===== src/hw/dwf_consts.svh =====
/*
  Offsets, field positions and reset values of the word formatter.
  Assumes it is included by bare name into each design module file.
*/
`ifndef DWF_CONSTS_SVH
`define DWF_CONSTS_SVH

// Register byte offsets on the 32-bit bus
`define DWF_REG_CTRL    8'h00
`define DWF_REG_STATUS  8'h04
`define DWF_REG_ARG0    8'h08
`define DWF_REG_ARG1    8'h0C
`define DWF_REG_ARG2    8'h10
`define DWF_REG_ARG3    8'h14
`define DWF_REG_IN_LO   8'h18
`define DWF_REG_IN_HI   8'h1C
`define DWF_REG_OUT_LO  8'h20
`define DWF_REG_OUT_HI  8'h24
`define DWF_REG_CURMSW  8'h28
`define DWF_REG_RET_LO  8'h2C
`define DWF_REG_RET_HI  8'h30
`define DWF_REG_NEXT    8'h34

// Bus responses
`define DWF_RESP_OKAY   2'h0
`define DWF_RESP_SLVERR 2'h2

// Common word fields
`define DWF_VALUE_TAG   63
`define DWF_KIND_HI     62
`define DWF_KIND_LO     60
`define DWF_PTR_HI      24
`define DWF_PTR_W       25

// Copy descriptor fields
`define DWF_CD_MULTI    59
`define DWF_CD_INDEXED  58
`define DWF_CD_ACCESS   57
`define DWF_CD_LIM_HI   56
`define DWF_CD_LIM_LO   45
`define DWF_CD_OFS_HI   44
`define DWF_CD_OFS_LO   33
`define DWF_CD_DLT_HI   32
`define DWF_CD_DLT_LO   25
`define DWF_LIMIT_W     12
`define DWF_DELTA_W     8
`define DWF_DELTA_ONE   8'h01

// Control word fields
`define DWF_LL_HI       59
`define DWF_LL_LO       55
`define DWF_LL_W        5
`define DWF_BYTE_HI     54
`define DWF_BYTE_LO     52
`define DWF_ENTRY_HI    51
`define DWF_ENTRY_LO    36
`define DWF_INTERRUPT_OVERRIDE_FIELD_HI     54
`define DWF_INTERRUPT_OVERRIDE_FIELD_LO     51
`define DWF_DLINK_HI    49
`define DWF_DLINK_LO    25

// Stack value layout
`define DWF_MSIGN       62
`define DWF_ESIGN       61
`define DWF_EMAG_HI     60
`define DWF_EMAG_LO     51
`define DWF_MANT_W      51

// Reset values
`define DWF_RST_WORD    64'h0000_0000_0000_0000
`define DWF_RST_REG     32'h0000_0000

`endif


===== src/hw/dwf_pkg.sv =====
/*
  Types shared by the word formatter modules.
  Assumes the constants header is available alongside.
*/
package dwf_pkg;

  // Operations started by a control write
  typedef enum logic [3:0] {
    CMD_NOP, CMD_MKCOPY, CMD_INDEX, CMD_SUBARR, CMD_RESTRICT,
    CMD_PEW, CMD_CALL, CMD_ADW, CMD_WIDEN, CMD_CHAIN
  } dwf_cmd_type;

  // Memory-side element types
  typedef enum logic [2:0] {
    AT_AR63, AT_AR32, AT_AR16, AT_AR8, AT_CHAR
  } dwf_arith_type;

  // Kinds of tagged non-value words
  typedef enum logic [2:0] {
    WK_COPY, WK_PEW, WK_REW, WK_MSW, WK_ADW
  } dwf_kind_type;

  // Command sequencer
  typedef enum logic [1:0] {
    EX_IDLE, EX_RUN
  } dwf_exec_type;

endpackage


===== src/hw/dwf_top.sv =====
/*
  Descriptor and control word formatter with an AXI4-Lite register slave.
  Assumes a synchronous AXI4-Lite master on clk_sys and one access of each kind at a time.
*/
// Decided for this implementation: the AXI4-Lite register port and the address map.
`timescale 1ns/1ps
`include "dwf_consts.svh"

module dwf_top import dwf_pkg::*; (
  // Clock, reset, enable
  input  wire logic        clk_sys,
  input  wire logic        rst_b,
  input  wire logic        clkEn,
  // Write address channel
  input  wire logic [7:0]  s_axi_awaddr,
  input  wire logic        s_axi_awvalid,
  output logic             s_axi_awready,
  // Write data channel
  input  wire logic [31:0] s_axi_wdata,
  input  wire logic [3:0]  s_axi_wstrb,
  input  wire logic        s_axi_wvalid,
  output logic             s_axi_wready,
  // Write response channel
  output logic [1:0]       s_axi_bresp,
  output logic             s_axi_bvalid,
  input  wire logic        s_axi_bready,
  // Read address channel
  input  wire logic [7:0]  s_axi_araddr,
  input  wire logic        s_axi_arvalid,
  output logic             s_axi_arready,
  // Read data channel
  output logic [31:0]      s_axi_rdata,
  output logic [1:0]       s_axi_rresp,
  output logic             s_axi_rvalid,
  input  wire logic        s_axi_rready
);

  // Byte-lane merge of a write into a register
  function automatic logic [31:0] mergeBytes(input logic [31:0] old,
                                             input logic [31:0] data,
                                             input logic [3:0]  strb);
    for (int i = 0; i < 4; i++) begin
      old[8*i +: 8] = strb[i] ? data[8*i +: 8] : old[8*i +: 8];
    end
    mergeBytes = old;
  endfunction

  // Register decode: is the offset one of ours
  function automatic logic isMapped(input logic [7:0] a);
    isMapped = (a[1:0] == 2'h0) && (a <= `DWF_REG_NEXT);
  endfunction

  // Reset synchroniser
  logic rstMeta_r;   // First stage, read only by the second
  logic rstSync_r;   // Released reset used everywhere else

  always_ff @(posedge clk_sys or negedge rst_b) begin
    if (!rst_b) begin
      rstMeta_r <= 1'b0;
      rstSync_r <= 1'b0;
    end else begin
      rstMeta_r <= 1'b1;
      rstSync_r <= rstMeta_r;
    end
  end

  // Bus-side holding state
  logic        awHave_r;   // Write address captured
  logic        wHave_r;    // Write data captured
  logic [7:0]  awAddr_r;   // Captured write address
  logic [31:0] wData_r;    // Captured write data
  logic [3:0]  wStrb_r;    // Captured byte enables
  logic        doWrite;    // Both halves present, response free

  // Software-visible registers
  logic [31:0] arg_r [4];  // Operation arguments, indexed
  logic [63:0] in_r;       // Operand word
  logic [63:0] out_r;      // Result word
  logic [63:0] ret_r;      // Return word made on entry
  logic [24:0] curMsw_r;   // Address of the current mark word
  logic [24:0] next_r;     // Next rank descriptor pointer
  logic        nextVld_r;  // Next rank pointer valid
  logic        err_r;      // Last operation refused
  logic        chainRo_r;  // Accumulated read-only along a chain
  logic [3:0]  lastCmd_r;  // Last command code accepted
  logic        cmdReq_r;   // Control written, waiting to run
  dwf_exec_type exec_r;    // Sequencer state

  // Sub-block results
  logic [63:0] copyOut;
  logic        copyErr;
  logic [63:0] widenOut;
  logic        widenErr;
  dwf_cmd_type curCmd;

  assign doWrite = awHave_r && wHave_r && !s_axi_bvalid;
  assign curCmd  = dwf_cmd_type'(lastCmd_r);

  // Write address and data capture, either order
  always_ff @(posedge clk_sys or negedge rstSync_r) begin
    if (!rstSync_r) begin
      awHave_r      <= 1'b0;
      wHave_r       <= 1'b0;
      awAddr_r      <= 8'h00;
      wData_r       <= `DWF_RST_REG;
      wStrb_r       <= 4'h0;
      s_axi_awready <= 1'b0;
      s_axi_wready  <= 1'b0;
    end else if (clkEn) begin
      // Address taken, ready dropped until used
      if (s_axi_awvalid && s_axi_awready) begin
        awHave_r <= 1'b1;
        awAddr_r <= s_axi_awaddr;
      end else if (doWrite) begin
        awHave_r <= 1'b0;
      end
      // Data taken likewise
      if (s_axi_wvalid && s_axi_wready) begin
        wHave_r <= 1'b1;
        wData_r <= s_axi_wdata;
        wStrb_r <= s_axi_wstrb;
      end else if (doWrite) begin
        wHave_r <= 1'b0;
      end
      s_axi_awready <= !awHave_r && !(s_axi_awvalid && s_axi_awready);
      s_axi_wready  <= !wHave_r && !(s_axi_wvalid && s_axi_wready);
    end
  end

  // Write response
  always_ff @(posedge clk_sys or negedge rstSync_r) begin
    if (!rstSync_r) begin
      s_axi_bvalid <= 1'b0;
      s_axi_bresp  <= `DWF_RESP_OKAY;
    end else if (clkEn) begin
      if (doWrite) begin
        s_axi_bvalid <= 1'b1;
        s_axi_bresp  <= isMapped(awAddr_r) ? `DWF_RESP_OKAY : `DWF_RESP_SLVERR;
      end else if (s_axi_bready) begin
        s_axi_bvalid <= 1'b0;
      end
    end
  end

  // Argument and operand registers
  always_ff @(posedge clk_sys or negedge rstSync_r) begin
    if (!rstSync_r) begin
      for (int i = 0; i < 4; i++) begin
        arg_r[i] <= `DWF_RST_REG;
      end
      in_r     <= `DWF_RST_WORD;
      cmdReq_r <= 1'b0;
    end else if (clkEn) begin
      if (doWrite && (awAddr_r >= `DWF_REG_ARG0) && (awAddr_r <= `DWF_REG_ARG3)) begin
        arg_r[awAddr_r[3:2] - 2'h2] <= mergeBytes(arg_r[awAddr_r[3:2] - 2'h2],
                                                 wData_r, wStrb_r);
      end
      if (doWrite && awAddr_r == `DWF_REG_IN_LO) begin
        in_r[31:0] <= mergeBytes(in_r[31:0], wData_r, wStrb_r);
      end
      if (doWrite && awAddr_r == `DWF_REG_IN_HI) begin
        in_r[63:32] <= mergeBytes(in_r[63:32], wData_r, wStrb_r);
      end
      // Control write asks for one operation
      cmdReq_r <= doWrite && (awAddr_r == `DWF_REG_CTRL) && wStrb_r[0];
    end
  end

  // Copy descriptor editing
  dwf_copy_desc uCopy (
    .op      (curCmd),
    .inWord  (in_r),
    .arg0    (arg_r[0]),
    .arg1    (arg_r[1]),
    .arg2    (arg_r[2]),
    .outWord (copyOut),
    .err     (copyErr)
  );

  // Arithmetic widening
  dwf_arith_widen uWiden (
    .aType (dwf_arith_type'(arg_r[0][2:0])),
    .raw   (in_r),
    .value (widenOut),
    .err   (widenErr)
  );

  // Sequencer: latch command, then execute one cycle later
  always_ff @(posedge clk_sys or negedge rstSync_r) begin
    if (!rstSync_r) begin
      exec_r    <= EX_IDLE;
      lastCmd_r <= 4'h0;
    end else if (clkEn) begin
      unique case (exec_r)
        EX_IDLE: begin
          if (cmdReq_r) begin
            exec_r    <= EX_RUN;
            lastCmd_r <= wData_r[3:0];
          end
        end
        EX_RUN: begin
          exec_r <= EX_IDLE;
        end
      endcase
    end
  end

  // Execution of the latched command
  always_ff @(posedge clk_sys or negedge rstSync_r) begin
    if (!rstSync_r) begin
      out_r     <= `DWF_RST_WORD;
      ret_r     <= `DWF_RST_WORD;
      curMsw_r  <= 25'h000_0000;
      next_r    <= 25'h000_0000;
      nextVld_r <= 1'b0;
      err_r     <= 1'b0;
      chainRo_r <= 1'b0;
    end else if (clkEn && exec_r == EX_RUN) begin
      err_r <= 1'b0;
      unique case (curCmd)
        CMD_MKCOPY, CMD_SUBARR, CMD_RESTRICT: begin
          out_r <= copyOut;
          err_r <= copyErr;
        end
        CMD_INDEX: begin
          out_r <= copyOut;
          err_r <= copyErr;
          // multirank: pointer leads to next rank copy
          nextVld_r <= !copyErr && in_r[`DWF_CD_MULTI];
          next_r    <= in_r[`DWF_PTR_HI:0];
        end
        CMD_PEW: begin
          // level, segment pointer, entry offset, byte
          out_r <= {1'b0, WK_PEW, arg_r[0][4:0], arg_r[3][2:0], arg_r[2][15:0],
                    11'h000, arg_r[1][`DWF_PTR_HI:0]};
        end
        CMD_CALL: begin
          // new mark word with level and dynamic link
          // static link to the common scope mark
          // override field carried as software gave it
          out_r <= {1'b0, WK_MSW, arg_r[0][4:0], arg_r[3][3:0], 1'b0, curMsw_r,
                    arg_r[1][`DWF_PTR_HI:0]};
          // return word made on every entry
          ret_r <= {1'b0, WK_REW, arg_r[3][20:16], arg_r[3][10:8], arg_r[2][31:16],
                    11'h000, in_r[`DWF_PTR_HI:0]};
          curMsw_r <= arg_r[2][`DWF_PTR_HI:0];
        end
        CMD_ADW: begin
          out_r <= {1'b0, WK_ADW, 2'h0, arg_r[1][0], 32'h0000_0000, arg_r[0][`DWF_PTR_HI:0]};
        end
        CMD_WIDEN: begin
          // short types enter the stack widened
          out_r <= widenOut;
          err_r <= widenErr;
        end
        CMD_CHAIN: begin
          // most restrictive access along the path
          chainRo_r <= (arg_r[0][0] ? 1'b0 : chainRo_r) | in_r[`DWF_CD_ACCESS];
        end
        default: begin
          err_r <= 1'b1;
        end
      endcase
    end
  end

  // Read channel
  always_ff @(posedge clk_sys or negedge rstSync_r) begin
    if (!rstSync_r) begin
      s_axi_arready <= 1'b0;
      s_axi_rvalid  <= 1'b0;
      s_axi_rdata   <= `DWF_RST_REG;
      s_axi_rresp   <= `DWF_RESP_OKAY;
    end else if (clkEn) begin
      s_axi_arready <= !s_axi_rvalid && !(s_axi_arvalid && s_axi_arready);
      if (s_axi_arvalid && s_axi_arready) begin
        s_axi_rvalid <= 1'b1;
        s_axi_rresp  <= isMapped(s_axi_araddr) ? `DWF_RESP_OKAY : `DWF_RESP_SLVERR;
        unique case (s_axi_araddr)
          `DWF_REG_CTRL:   s_axi_rdata <= {28'h000_0000, lastCmd_r};
          `DWF_REG_STATUS: s_axi_rdata <= {28'h000_0000, chainRo_r, nextVld_r,
                                           err_r, exec_r == EX_RUN || cmdReq_r};
          `DWF_REG_ARG0:   s_axi_rdata <= arg_r[0];
          `DWF_REG_ARG1:   s_axi_rdata <= arg_r[1];
          `DWF_REG_ARG2:   s_axi_rdata <= arg_r[2];
          `DWF_REG_ARG3:   s_axi_rdata <= arg_r[3];
          `DWF_REG_IN_LO:  s_axi_rdata <= in_r[31:0];
          `DWF_REG_IN_HI:  s_axi_rdata <= in_r[63:32];
          `DWF_REG_OUT_LO: s_axi_rdata <= out_r[31:0];
          `DWF_REG_OUT_HI: s_axi_rdata <= out_r[63:32];
          `DWF_REG_CURMSW: s_axi_rdata <= {7'h00, curMsw_r};
          `DWF_REG_RET_LO: s_axi_rdata <= ret_r[31:0];
          `DWF_REG_RET_HI: s_axi_rdata <= ret_r[63:32];
          `DWF_REG_NEXT:   s_axi_rdata <= {7'h00, next_r};
          default:         s_axi_rdata <= `DWF_RST_REG;
        endcase
      end else if (s_axi_rready) begin
        s_axi_rvalid <= 1'b0;
      end
    end
  end

  // Checks beside the logic
  AST_INDEX_CLEARS: assert property (@(posedge clk_sys) disable iff (!rstSync_r)
    (clkEn && exec_r == EX_RUN && curCmd == CMD_INDEX && !copyErr) |=>
    out_r[`DWF_CD_INDEXED] && out_r[`DWF_CD_LIM_HI:`DWF_CD_LIM_LO] == 12'h000 &&
    out_r[`DWF_CD_DLT_HI:`DWF_CD_DLT_LO] == 8'h00)
    else $error("Indexed copy kept limit or spacing");
  AST_COPY_ONLY: assert property (@(posedge clk_sys) disable iff (!rstSync_r)
    (clkEn && exec_r == EX_RUN && curCmd == CMD_INDEX && in_r[`DWF_VALUE_TAG]) |=> err_r)
    else $error("Non-copy word altered without error");
  AST_DLINK: assert property (@(posedge clk_sys) disable iff (!rstSync_r)
    (clkEn && exec_r == EX_RUN && curCmd == CMD_CALL) |=>
    out_r[`DWF_DLINK_HI:`DWF_DLINK_LO] == $past(curMsw_r))
    else $error("Dynamic link is not the previous mark");
  AST_RET_ON_CALL: assert property (@(posedge clk_sys) disable iff (!rstSync_r)
    (clkEn && exec_r == EX_RUN && curCmd == CMD_CALL) |=>
    ret_r[`DWF_KIND_HI:`DWF_KIND_LO] == WK_REW && ret_r[24:0] == $past(in_r[24:0]))
    else $error("Return word not built on entry");
  AST_VALUE_TAG: assert property (@(posedge clk_sys) disable iff (!rstSync_r)
    (clkEn && exec_r == EX_RUN && curCmd == CMD_WIDEN) |=> out_r[`DWF_VALUE_TAG])
    else $error("Widened value lacks value tag");
  AST_INT_ZERO_EXP: assert property (@(posedge clk_sys) disable iff (!rstSync_r)
    (clkEn && exec_r == EX_RUN && curCmd == CMD_WIDEN && arg_r[0][2:0] == 3'h2) |=>
    out_r[`DWF_ESIGN:`DWF_EMAG_LO] == 11'h000 && out_r[14:0] == $past(in_r[14:0]))
    else $error("Integer widening not lossless");
  AST_CHAIN_STICKY: assert property (@(posedge clk_sys) disable iff (!rstSync_r)
    (chainRo_r && !(clkEn && exec_r == EX_RUN && curCmd == CMD_CHAIN && arg_r[0][0]))
    |=> chainRo_r)
    else $error("Read-only lost along chain");
  AST_ADW_ACCESS: assert property (@(posedge clk_sys) disable iff (!rstSync_r)
    (clkEn && exec_r == EX_RUN && curCmd == CMD_ADW) |=>
    out_r[`DWF_CD_ACCESS] == $past(arg_r[1][0]) && out_r[24:0] == $past(arg_r[0][24:0]))
    else $error("Address word fields wrong");
  AST_MKCOPY_DELTA: assert property (@(posedge clk_sys) disable iff (!rstSync_r)
    (clkEn && exec_r == EX_RUN && curCmd == CMD_MKCOPY && arg_r[2][7:0] == 8'h00) |=>
    out_r[`DWF_CD_DLT_HI:`DWF_CD_DLT_LO] == `DWF_DELTA_ONE)
    else $error("Single rank spacing is not one");
  AST_BRESP_WAIT: assert property (@(posedge clk_sys) disable iff (!rstSync_r)
    (s_axi_bvalid && !s_axi_bready) |=> s_axi_bvalid)
    else $error("Write response dropped early");

endmodule


===== src/hw/dwf_copy_desc.sv =====
/*
  Combinational builder and editor of copy descriptors.
  Assumes the caller registers the result and the error flag.
*/
`timescale 1ns/1ps
`include "dwf_consts.svh"

module dwf_copy_desc import dwf_pkg::*; (
  // Operation select
  input  wire dwf_cmd_type op,
  // Operands
  input  wire logic [63:0] inWord,
  input  wire logic [31:0] arg0,
  input  wire logic [31:0] arg1,
  input  wire logic [31:0] arg2,
  // Result
  output logic      [63:0] outWord,
  output logic             err
);

  // Element position: base plus steps of the spacing, kept to the field width
  function automatic logic [11:0] elemPos(input logic [11:0] base,
                                          input logic [11:0] idx,
                                          input logic [7:0]  dlt);
    logic [19:0] prod;
    prod    = idx * dlt;
    elemPos = base + prod[11:0];
  endfunction

  // Fields of the incoming word
  logic        isCopy;
  logic [11:0] inOfs;
  logic [11:0] inLim;
  logic [7:0]  inDlt;

  always_comb begin
    isCopy = !inWord[`DWF_VALUE_TAG] &&
             (inWord[`DWF_KIND_HI:`DWF_KIND_LO] == WK_COPY);
    inOfs  = inWord[`DWF_CD_OFS_HI:`DWF_CD_OFS_LO];
    inLim  = inWord[`DWF_CD_LIM_HI:`DWF_CD_LIM_LO];
    inDlt  = inWord[`DWF_CD_DLT_HI:`DWF_CD_DLT_LO];
  end

  // Operation decode
  always_comb begin
    outWord = inWord;
    err     = 1'b0;
    unique case (op)
      CMD_MKCOPY: begin
        outWord = `DWF_RST_WORD;
        outWord[`DWF_KIND_HI:`DWF_KIND_LO] = WK_COPY;
        outWord[`DWF_PTR_HI:0] = arg0[`DWF_PTR_HI:0];
        outWord[`DWF_CD_LIM_HI:`DWF_CD_LIM_LO] = arg1[11:0];
        outWord[`DWF_CD_OFS_HI:`DWF_CD_OFS_LO] = 12'h000;
        outWord[`DWF_CD_ACCESS] = arg1[12];
        outWord[`DWF_CD_MULTI]  = arg1[13];
        // spacing, single rank defaults to one
        outWord[`DWF_CD_DLT_HI:`DWF_CD_DLT_LO] =
          (arg2[7:0] == 8'h00) ? `DWF_DELTA_ONE : arg2[7:0];
      end
      CMD_INDEX: begin
        // only an unindexed copy may change
        err = !isCopy || inWord[`DWF_CD_INDEXED] || (arg0[11:0] > inLim);
        // single element: offset set, limit and spacing cleared
        outWord[`DWF_CD_INDEXED] = 1'b1;
        outWord[`DWF_CD_OFS_HI:`DWF_CD_OFS_LO] = elemPos(inOfs, arg0[11:0], inDlt);
        outWord[`DWF_CD_LIM_HI:`DWF_CD_LIM_LO] = 12'h000;
        outWord[`DWF_CD_DLT_HI:`DWF_CD_DLT_LO] = 8'h00;
      end
      CMD_SUBARR: begin
        // partition acts on a copy only
        err = !isCopy || inWord[`DWF_CD_INDEXED];
        // sub-array start within the whole array
        outWord[`DWF_CD_OFS_HI:`DWF_CD_OFS_LO] = elemPos(inOfs, arg0[11:0], inDlt);
        outWord[`DWF_CD_LIM_HI:`DWF_CD_LIM_LO] = arg1[11:0];
        outWord[`DWF_CD_DLT_HI:`DWF_CD_DLT_LO] = arg2[7:0];
      end
      CMD_RESTRICT: begin
        err = !isCopy;
        outWord[`DWF_CD_ACCESS] = 1'b1;
      end
      default: begin
        err = 1'b1;
      end
    endcase
  end

endmodule


===== src/hw/dwf_arith_widen.sv =====
/*
  Combinational widening of memory arithmetic types to the stack value form.
  Assumes the caller registers the result and the error flag.
*/
`timescale 1ns/1ps
`include "dwf_consts.svh"

module dwf_arith_widen import dwf_pkg::*; (
  // Element type and raw bits
  input  wire dwf_arith_type aType,
  input  wire logic [63:0]   raw,
  // Stack value
  output logic      [63:0]   value,
  output logic               err
);

  // Sign-magnitude placement with the point right of bit 0
  always_comb begin
    value = `DWF_RST_WORD;
    err   = 1'b0;
    unique case (aType)
      AT_AR63: begin
        // already in stack form, tag forced
        value = raw;
      end
      AT_AR32: begin
        // eight-bit exponent, 23-bit mantissa kept whole
        value[`DWF_MSIGN] = raw[31];
        value[`DWF_ESIGN] = raw[30];
        value[`DWF_EMAG_HI:`DWF_EMAG_LO] = {3'h0, raw[29:23]};
        value[22:0] = raw[22:0];
      end
      AT_AR16: begin
        value[`DWF_MSIGN] = raw[15];
        value[14:0] = raw[14:0];
      end
      AT_AR8: begin
        value[`DWF_MSIGN] = raw[7];
        value[6:0] = raw[6:0];
      end
      default: begin
        err = 1'b1;
      end
    endcase
    // value tag marks a value, not a name
    value[`DWF_VALUE_TAG] = 1'b1;
  end

endmodule


===== config.mk =====
export PLATFORM = sky130hd
export DESIGN_NAME = dwf_top
export DESIGN_NICKNAME = d
export VERILOG_FILES = /design/src/hw/dwf_pkg.sv /design/src/hw/dwf_top.sv /design/src/hw/dwf_copy_desc.sv /design/src/hw/dwf_arith_widen.sv
export VERILOG_INCLUDE_DIRS = /design/src /design/src/hw
export SDC_FILE = /design/constraint.sdc
export NUM_CORES = 1
export LEC_CHECK = 0
export ABC_CLOCK_PERIOD_IN_PS = 14000
export BUFFER_PORTS_ARGS = -buffer_cell sky130_fd_sc_hd__buf_2
export CAP_MARGIN = 10
export CORE_MARGIN = 2
export CORE_UTILIZATION = 36
export DETAILED_ROUTE_END_ITERATION = 12
export PLACE_DENSITY = 0.51
export SKIP_LAST_GASP = 1
export SYNTH_ARGS = -nofsm -noshare
export SYNTH_HDL_FRONTEND = slang
export SYNTH_SLANG_ARGS = --single-unit

===== constraint.sdc =====
create_clock -name clk_sys -period 14 [get_ports clk_sys]
set_clock_uncertainty 0.15 [all_clocks]
set_input_delay 2.1 -clock clk_sys [delete_from_list [all_inputs] [get_ports clk_sys]]
set_output_delay 2.1 -clock clk_sys [all_outputs]
set_load 0.05 [all_outputs]

==> results of run 1 <==
==> Yosys cell counts, drive strengths merged, types with 38 or more instances <==
cell type / instances
dfrtp: 443
nand2: 294
mux2: 236
o21ai: 184
nor2: 154
a21oi: 137
clkbuf: 93
inv: 90
buf: 77
a22oi: 75
mux2i: 74
fa: 46
and2: 38
==> state kept, by name, summed over array words and instances, names as in the netlist, 4 cells and up <==
signal and cells:
awAddr_r 8, curCmd 4, out_r 64, ret_r 42
wStrb_r 4, wData_r 32, curMsw_r 24, arg_r 128
in_r 64, s_axi_rdata 32, next_r 25
==> metal layers <==
metal	vias to the layer above	global-route usage (%)	wire, µm
li1	8633	-	-
met1	10420	40.92	43990
met2	1155	45.26	45770
met3	277	5.962	9633
met4	2	13.35	4980
met5	-	0	11
==> cell type report <==
cell class / count / share of cell area (%)
antenna: 3 / 0.02720
tap: 873 / 3.957
timing repair buffer: 156 / 3.400
inverter: 90 / 1.224
sequential: 443 / 40.18
clock buffer: 74 / 5.449
clock inverter: 19 / 0.8159
multi-input combinational: 1656 / 44.94
==> kinds of logic (layout without fill, tap and decap cells) <==
family / count (synthesis) / in the layout / synth area share [%]
DFF: 443 / 443 / 45.17
other: 2 / 6 / 0.03060
and+or+nand+nor: 591 / 591 / 10.60
muxes: 347 / 347 / 17.24
adders and majority gates: 79 / 79 / 5.435
buffers and inverters: 260 / 339 / 4.548
xor gates and xnor gates: 19 / 19 / 0.7342
AOI/OAI and AO/OA: 617 / 617 / 16.23
==> power by group <==
group	internal, mW	switching (mW)
clock network	0.804	0.592
registers	1.45	0.343
logic	0.371	0.557
total	2.63	1.49
==> path summary, 6_finish.rpt <==
check,to,slack [ns],from
min in group asynchronous,arg_r[87],0.29,rstSync_r
max in group asynchronous,arg_r[1],11.08,rstSync_r
worst min register to register,rstSync_r,0.21,rstMeta_r
worst max-delay path,s_axi_rdata[23],8.96,s_axi_araddr[2]
worst min-delay path,rstSync_r,0.21,rstMeta_r
worst max register to register,out_r[43],9.02,arg_r[99]
==> through the flow <==
step | power [mW] | std cells | util [%]
5_1_grt | 4.292 | 3311 | 41.02
3_5_place_dp | 2.734 | 3218 | 38.45
2_1_floorplan | 2.308 | 2359 | -
3_3_place_gp | 2.712 | 3218 | 38.45
4_1_cts | 4.127 | 3311 | 41.02
6_report | 4.121 | 3314 | 41.03
==> results.sh, run 1 <==
export IMPL_mappedNetlistArea_mm2=0.02454
export IMPL_cp_top_family="buffers and inverters"
export IMPL_grt_max_degree=171
export IMPL_drt_iter0_drc=2579
export IMPL_die_w_um=265.1
export IMPL_area_growth_syn_to_layout_pct=12.48
export IMPL_min_period_ns=5.037
export IMPL_p_leak_nw=12.15
export IMPL_cap_violations=0
export IMPL_synth_edf_count=0
export IMPL_slew_viol_final=0
export IMPL_end_kind="flop"
export IMPL_synth_cells=2358
export IMPL_cts_clk_slew_worst_paths_ns=0.06
export IMPL_multi_input_area_mm2=0.01241
export IMPL_ys_seq_area_share_pct=45.17
export IMPL_clk_latency_ns=0.63
export IMPL_cts_hold_buffers=0
export IMPL_outcome="finished clean"
export IMPL_drcViolationCount=0
export IMPL_cts_sinks=443
export IMPL_grt_pass1_wl_mm=151.3
export IMPL_finalInstanceArea_mm2=0.02760
export IMPL_row_count=95
export IMPL_antenna_left=0
export IMPL_cp_depth=10
export IMPL_cts_resized_gates=0
export IMPL_cp_buffers_inverters=4
export IMPL_dp_slack_ns=8.453
export IMPL_grt_remaining_overflow=0
export IMPL_critical_path_class="primary input to flop"
export IMPL_clockBufferDepth=3
export IMPL_drive_gt1_share_pct=22.40
export IMPL_worst_ep_required_time_ns=14.41
export IMPL_cts_setup_buffers=0
export IMPL_grt_util_all_layers_pct=29.69
export IMPL_syn_avg_cell_area_um2=10.41
export IMPL_rsz0062_at_grt="false"
export IMPL_power_per_cell_area_mw_per_mm2=149.3
export IMPL_setup_viol=0
export IMPL_start_util_pct=36.48
export IMPL_ys_seq_elements=443
export IMPL_synthFlopType="dfrtp_1"
export IMPL_async_flop_share_pct=100.0
export IMPL_worstPathCellList="buf_2 > buf_4 > buf_4 > nor4b_2 > buf_4 > nand2_1 > o22ai_1 > a31oi_1 > o311ai_0 > a22o_1"
export IMPL_grt_pass1_vias=20680
export IMPL_root_buffer="clkbuf_16"
export IMPL_die_area_mm2=0.07027
export IMPL_fmax_mhz=198.5
export IMPL_gp_congestion=0.9676
export IMPL_wl_mm=104.4
export IMPL_cts_buffers=51
export IMPL_grt_antenna_before_repair=3
export IMPL_drt_pre_antenna_iters=9
export IMPL_layout_commonest_cell="dfrtp_1"
export IMPL_tritoncts="done"
export IMPL_whs_path_depth=0
export IMPL_path_max_fanout=43
export IMPL_fp_dieH_um=265.1
export IMPL_via_per_inst=6.180
export IMPL_fillers=6518
export IMPL_setup_ws_ns=8.963
export IMPL_core_area_mm2=0.06728
export IMPL_mostFrequentLayoutCells="dfrtp_1, nand2_1, mux2_2"
export IMPL_holdWs_ns=0.2111
export IMPL_regArea_mm2=0.01109
export IMPL_hold_viol_final=0
export IMPL_peakVddDrop_mv=0.1363
export IMPL_startpoint_type="primary input"
export IMPL_yosysTopAreaCell="dfrtp_1"
export IMPL_placedInstanceArea_mm2=0.02587
export IMPL_ys_warnings_count=0
export IMPL_io_buffers=98
export IMPL_tightest_slew_ns=1.272
export IMPL_slowest_stage="nand2_1"
export IMPL_fin_crit_sh_pct=35.98
export IMPL_h_tree_depth=2
export IMPL_rr_worst_depth=16
export IMPL_holdCritPathClass="flop to flop"
export IMPL_synth_area_leaders="dfrtp_1, mux2_2, nand2_1, fa_1, o21ai_0"
export IMPL_wire_per_inst_um=31.50
export IMPL_worstPathArrival_ns=5.45
export IMPL_ios=101
export IMPL_dp_final_hpwl_mm=73.50
export IMPL_path_common_cell="buf_4"
export IMPL_totalNegativeSetupSlack_ns=0
export IMPL_max_stage_delay_ns=0.71
export IMPL_synth_distinct_cells=78
export IMPL_vias=20480
export IMPL_fin_nets=2537
export IMPL_synth_top_cell_area_share_pct=45.17
export IMPL_slew_limit_headroom_pct=15.14
(Power assumes the default switching activity.)
==> inputs of run 2 (changes only) <==
ABC_CLOCK_PERIOD_IN_PS = 4200   (was 14000)
clock period = 4.2 ns   (was 14 ns; I/O delays follow)
==> run 2 against run 1 <==
Effect of this change:
- the flow now finishes with violations (setup timing)
- combinational power increased to 3.7 times the previous value
- sequential power increased to 3.3 times the previous value
- global-route usage increased by 0.79 points
- sequential share of layout area decreased by 1.6 points
- sequential cell count unchanged
- hold slack got worse by 0.12 ns
- routed wire length increased by 2.6%
- register-to-register slack got worse by 9.1 ns
==> results.sh, run 2 (synthesis gave the netlist of run 1 again) <==
export IMPL_die_area_mm2=0.07027
export IMPL_worstPathCellList="buf_6 > nand2_2 > fa_1 > inv_2 > fa_1 > inv_1 > fa_1 > fa_1 > inv_2 > ha_4 > o21ai_2 > a21oi_2 > a211oi_2 > or4_1 > nand3_1 > a31oi_1"
export IMPL_cp_buffers_inverters=4
export IMPL_drt_pre_antenna_iters=9
export IMPL_setup_ws_ns=-0.1236
export IMPL_tritoncts="done"
export IMPL_cts_buffers=52
export IMPL_pwr_share_comb_pct=24.3
export IMPL_row_count=95
export IMPL_wl_met2_mm=45.28
export IMPL_holdCritPathClass="primary input to flop"
export IMPL_grt_pass1_wl_mm=154.4
export IMPL_peakVddDrop_mv=0.3969
export IMPL_regMostFlops="arg_r"
export IMPL_multi_input_area_mm2=0.01252
export IMPL_die_w_um=265.1
export IMPL_path_max_fanout=6
export IMPL_layout_commonest_cell="dfrtp_1"
export IMPL_dr_wl_met3_mm=10.14
export IMPL_outcome="finished with violations"
export IMPL_mostFrequentLayoutCells="dfrtp_1, nand2_1, mux2_2"
export IMPL_largest_registers="arg_r (128), in_r (64), out_r (64)"
export IMPL_gp_congestion=0.9836
export IMPL_totalNegativeSetupSlack_ns=-0.1236
export IMPL_start_util_pct=36.48
export IMPL_cap_violations=0
export IMPL_switching_share_pct=36.16
export IMPL_violations="setup timing"
export IMPL_power_per_cell_area_mw_per_mm2=486.4
export IMPL_holdWs_ns=0.08776
export IMPL_drt_iter0_drc=2541
export IMPL_area_growth_syn_to_layout_pct=17.25
export IMPL_clk_latency_ns=0.62
export IMPL_grt_pass1_vias=20870
export IMPL_cp_top_family="adder cells"
export IMPL_critical_path_class="flop to flop"
export IMPL_switchingPower_mw=5.061
export IMPL_hold_viol_final=0
export IMPL_drive_gt1_share_pct=27.43
export IMPL_antenna_left=0
export IMPL_max_stage_delay_ns=0.54
export IMPL_h_tree_depth=2
export IMPL_rsz0062_at_grt="true"
export IMPL_intPower_mw=8.935
export IMPL_end_kind="flop"
export IMPL_ios=101
export IMPL_fin_nets=2664
export IMPL_seqPwrFrac_pct=42.6
export IMPL_min_period_ns=4.324
export IMPL_worstPathArrival_ns=4.62
export IMPL_cts_sinks=443
export IMPL_fillers=6489
export IMPL_grt_util_all_layers_pct=30.48
export IMPL_grt_remaining_overflow=0
export IMPL_grt_max_degree=90
export IMPL_dp_final_hpwl_mm=79.49
export IMPL_highest_layer="met5"
export IMPL_drcViolationCount=0
export IMPL_setup_viol=1
export IMPL_io_buffers=98
export IMPL_finalInstanceArea_mm2=0.02878
export IMPL_largest_reg_flops=128
export IMPL_worst_ep_required_time_ns=4.50
export IMPL_vias=21090
export IMPL_startpoint_type="flop"
export IMPL_clkPwrFrac_pct=33.1
export IMPL_via_per_inst=6.126
export IMPL_wl_met1_mm=46.20
export IMPL_slowest_stage="fa_1"
export IMPL_regArea_mm2=0.01110
export IMPL_placedInstanceArea_mm2=0.02691
export IMPL_wl_mm=107.1
export IMPL_path_common_cell="fa_1"
export IMPL_wire_per_inst_um=31.12
export IMPL_cts_clk_slew_worst_paths_ns=0.06
export IMPL_grt_antenna_before_repair=8
export IMPL_fin_crit_sh_pct=102.9
export IMPL_root_buffer="clkbuf_16"
export IMPL_fmax_mhz=231.3
export IMPL_p_leak_nw=12.80
export IMPL_fp_dieH_um=265.1
export IMPL_slew_viol_final=0
export IMPL_core_area_mm2=0.06728
export IMPL_slew_limit_headroom_pct=22.40
export IMPL_clockBufferDepth=3
export IMPL_tightest_slew_ns=1.160
-- run 2: cell count changes in the layout (fill, tap and decap cells not counted), moves of 6 or more --
| cell | before | now |
|---|---|---|
| buf_4 | 57 | 169 |
| buf_6 | 0 | 6 |
| inv_2 | 0 | 6 |
| dfrtp_1 | 440 | 432 |
| buf_12 | 1 | 8 |
| dfrtp_2 | 2 | 10 |
| inv_1 | 90 | 84 |
-- run 2: cell type report --
class | instances | share of cell area [%]
Inverter | 90 | 1.174
Clock inverter | 19 | 0.6696
Antenna cell | 3 | 0.02609
Timing Repair Buffer | 282 | 6.940
Sequential cell | 443 | 38.58
Clock buffer | 77 | 5.309
Tap cell | 873 | 3.796
Multi-Input combinational cell | 1656 | 43.50
-- run 2: path summary, 6_finish.rpt --
| kind | from | to | slack [ns] | cells after the start |
|---|---|---|---|---|
| worst max-delay path | in_r[25] | out_r[44] | -0.12 | 16 |
| worst min-delay path | s_axi_wstrb[2] | wStrb_r[2] | 0.09 | 2 |
| worst max register to register | in_r[25] | out_r[44] | -0.12 | 16 |
| worst min register to register | rstSync_r | s_axi_rdata[25] | 0.15 | 0 |
| max in group asynchronous | rstSync_r | wData_r[15] | 2.62 | 2 |
| min in group asynchronous | rstSync_r | s_axi_rdata[25] | 0.15 | 0 |
-- run 2: through the flow --
step	setup WS [ns]	instances	util, %	total power, mW
3_5_place_dp	-0.2633	3340	40.00	9.343
4_1_cts	-0.1204	3438	42.64	14.00
3_3_place_gp	-0.1607	3340	40.00	9.283
6_report	-0.1236	3443	42.77	14.00
5_1_grt	-0.3174	3440	42.76	14.55
2_1_floorplan	-0.2862	2359	-	7.725
-- run 2: repair_timing --
action / 4_1_cts / 5_1_grt
buffers inserted: 1 / 2
pin swaps: 9 / 9
endpoints found under the hold margin: 2 / 0
hold buffers: 1 / 0
resized for setup: 17 / 19
cloned: 0 / 0
endpoints found under the setup margin: 4 / 5
-- run 2: power by group through the flow --
stage                     clock network, mW  registers (mW)  logic, mW
after floorplan                           0            5.51       2.22
after global placement                    0            5.98       3.30
after detailed placement                  0            6.00       3.34
after CTS                              4.70            5.94       3.36
after global routing                   4.88            6.03       3.64
final                                  4.63            5.96       3.40
-- run 2: metal layers --
metal,global-route usage (%),vias up
met5,0,-
met4,13.97,4
met3,7.073,290
met2,44.83,1174
met1,42.66,10740
li1,-,8885
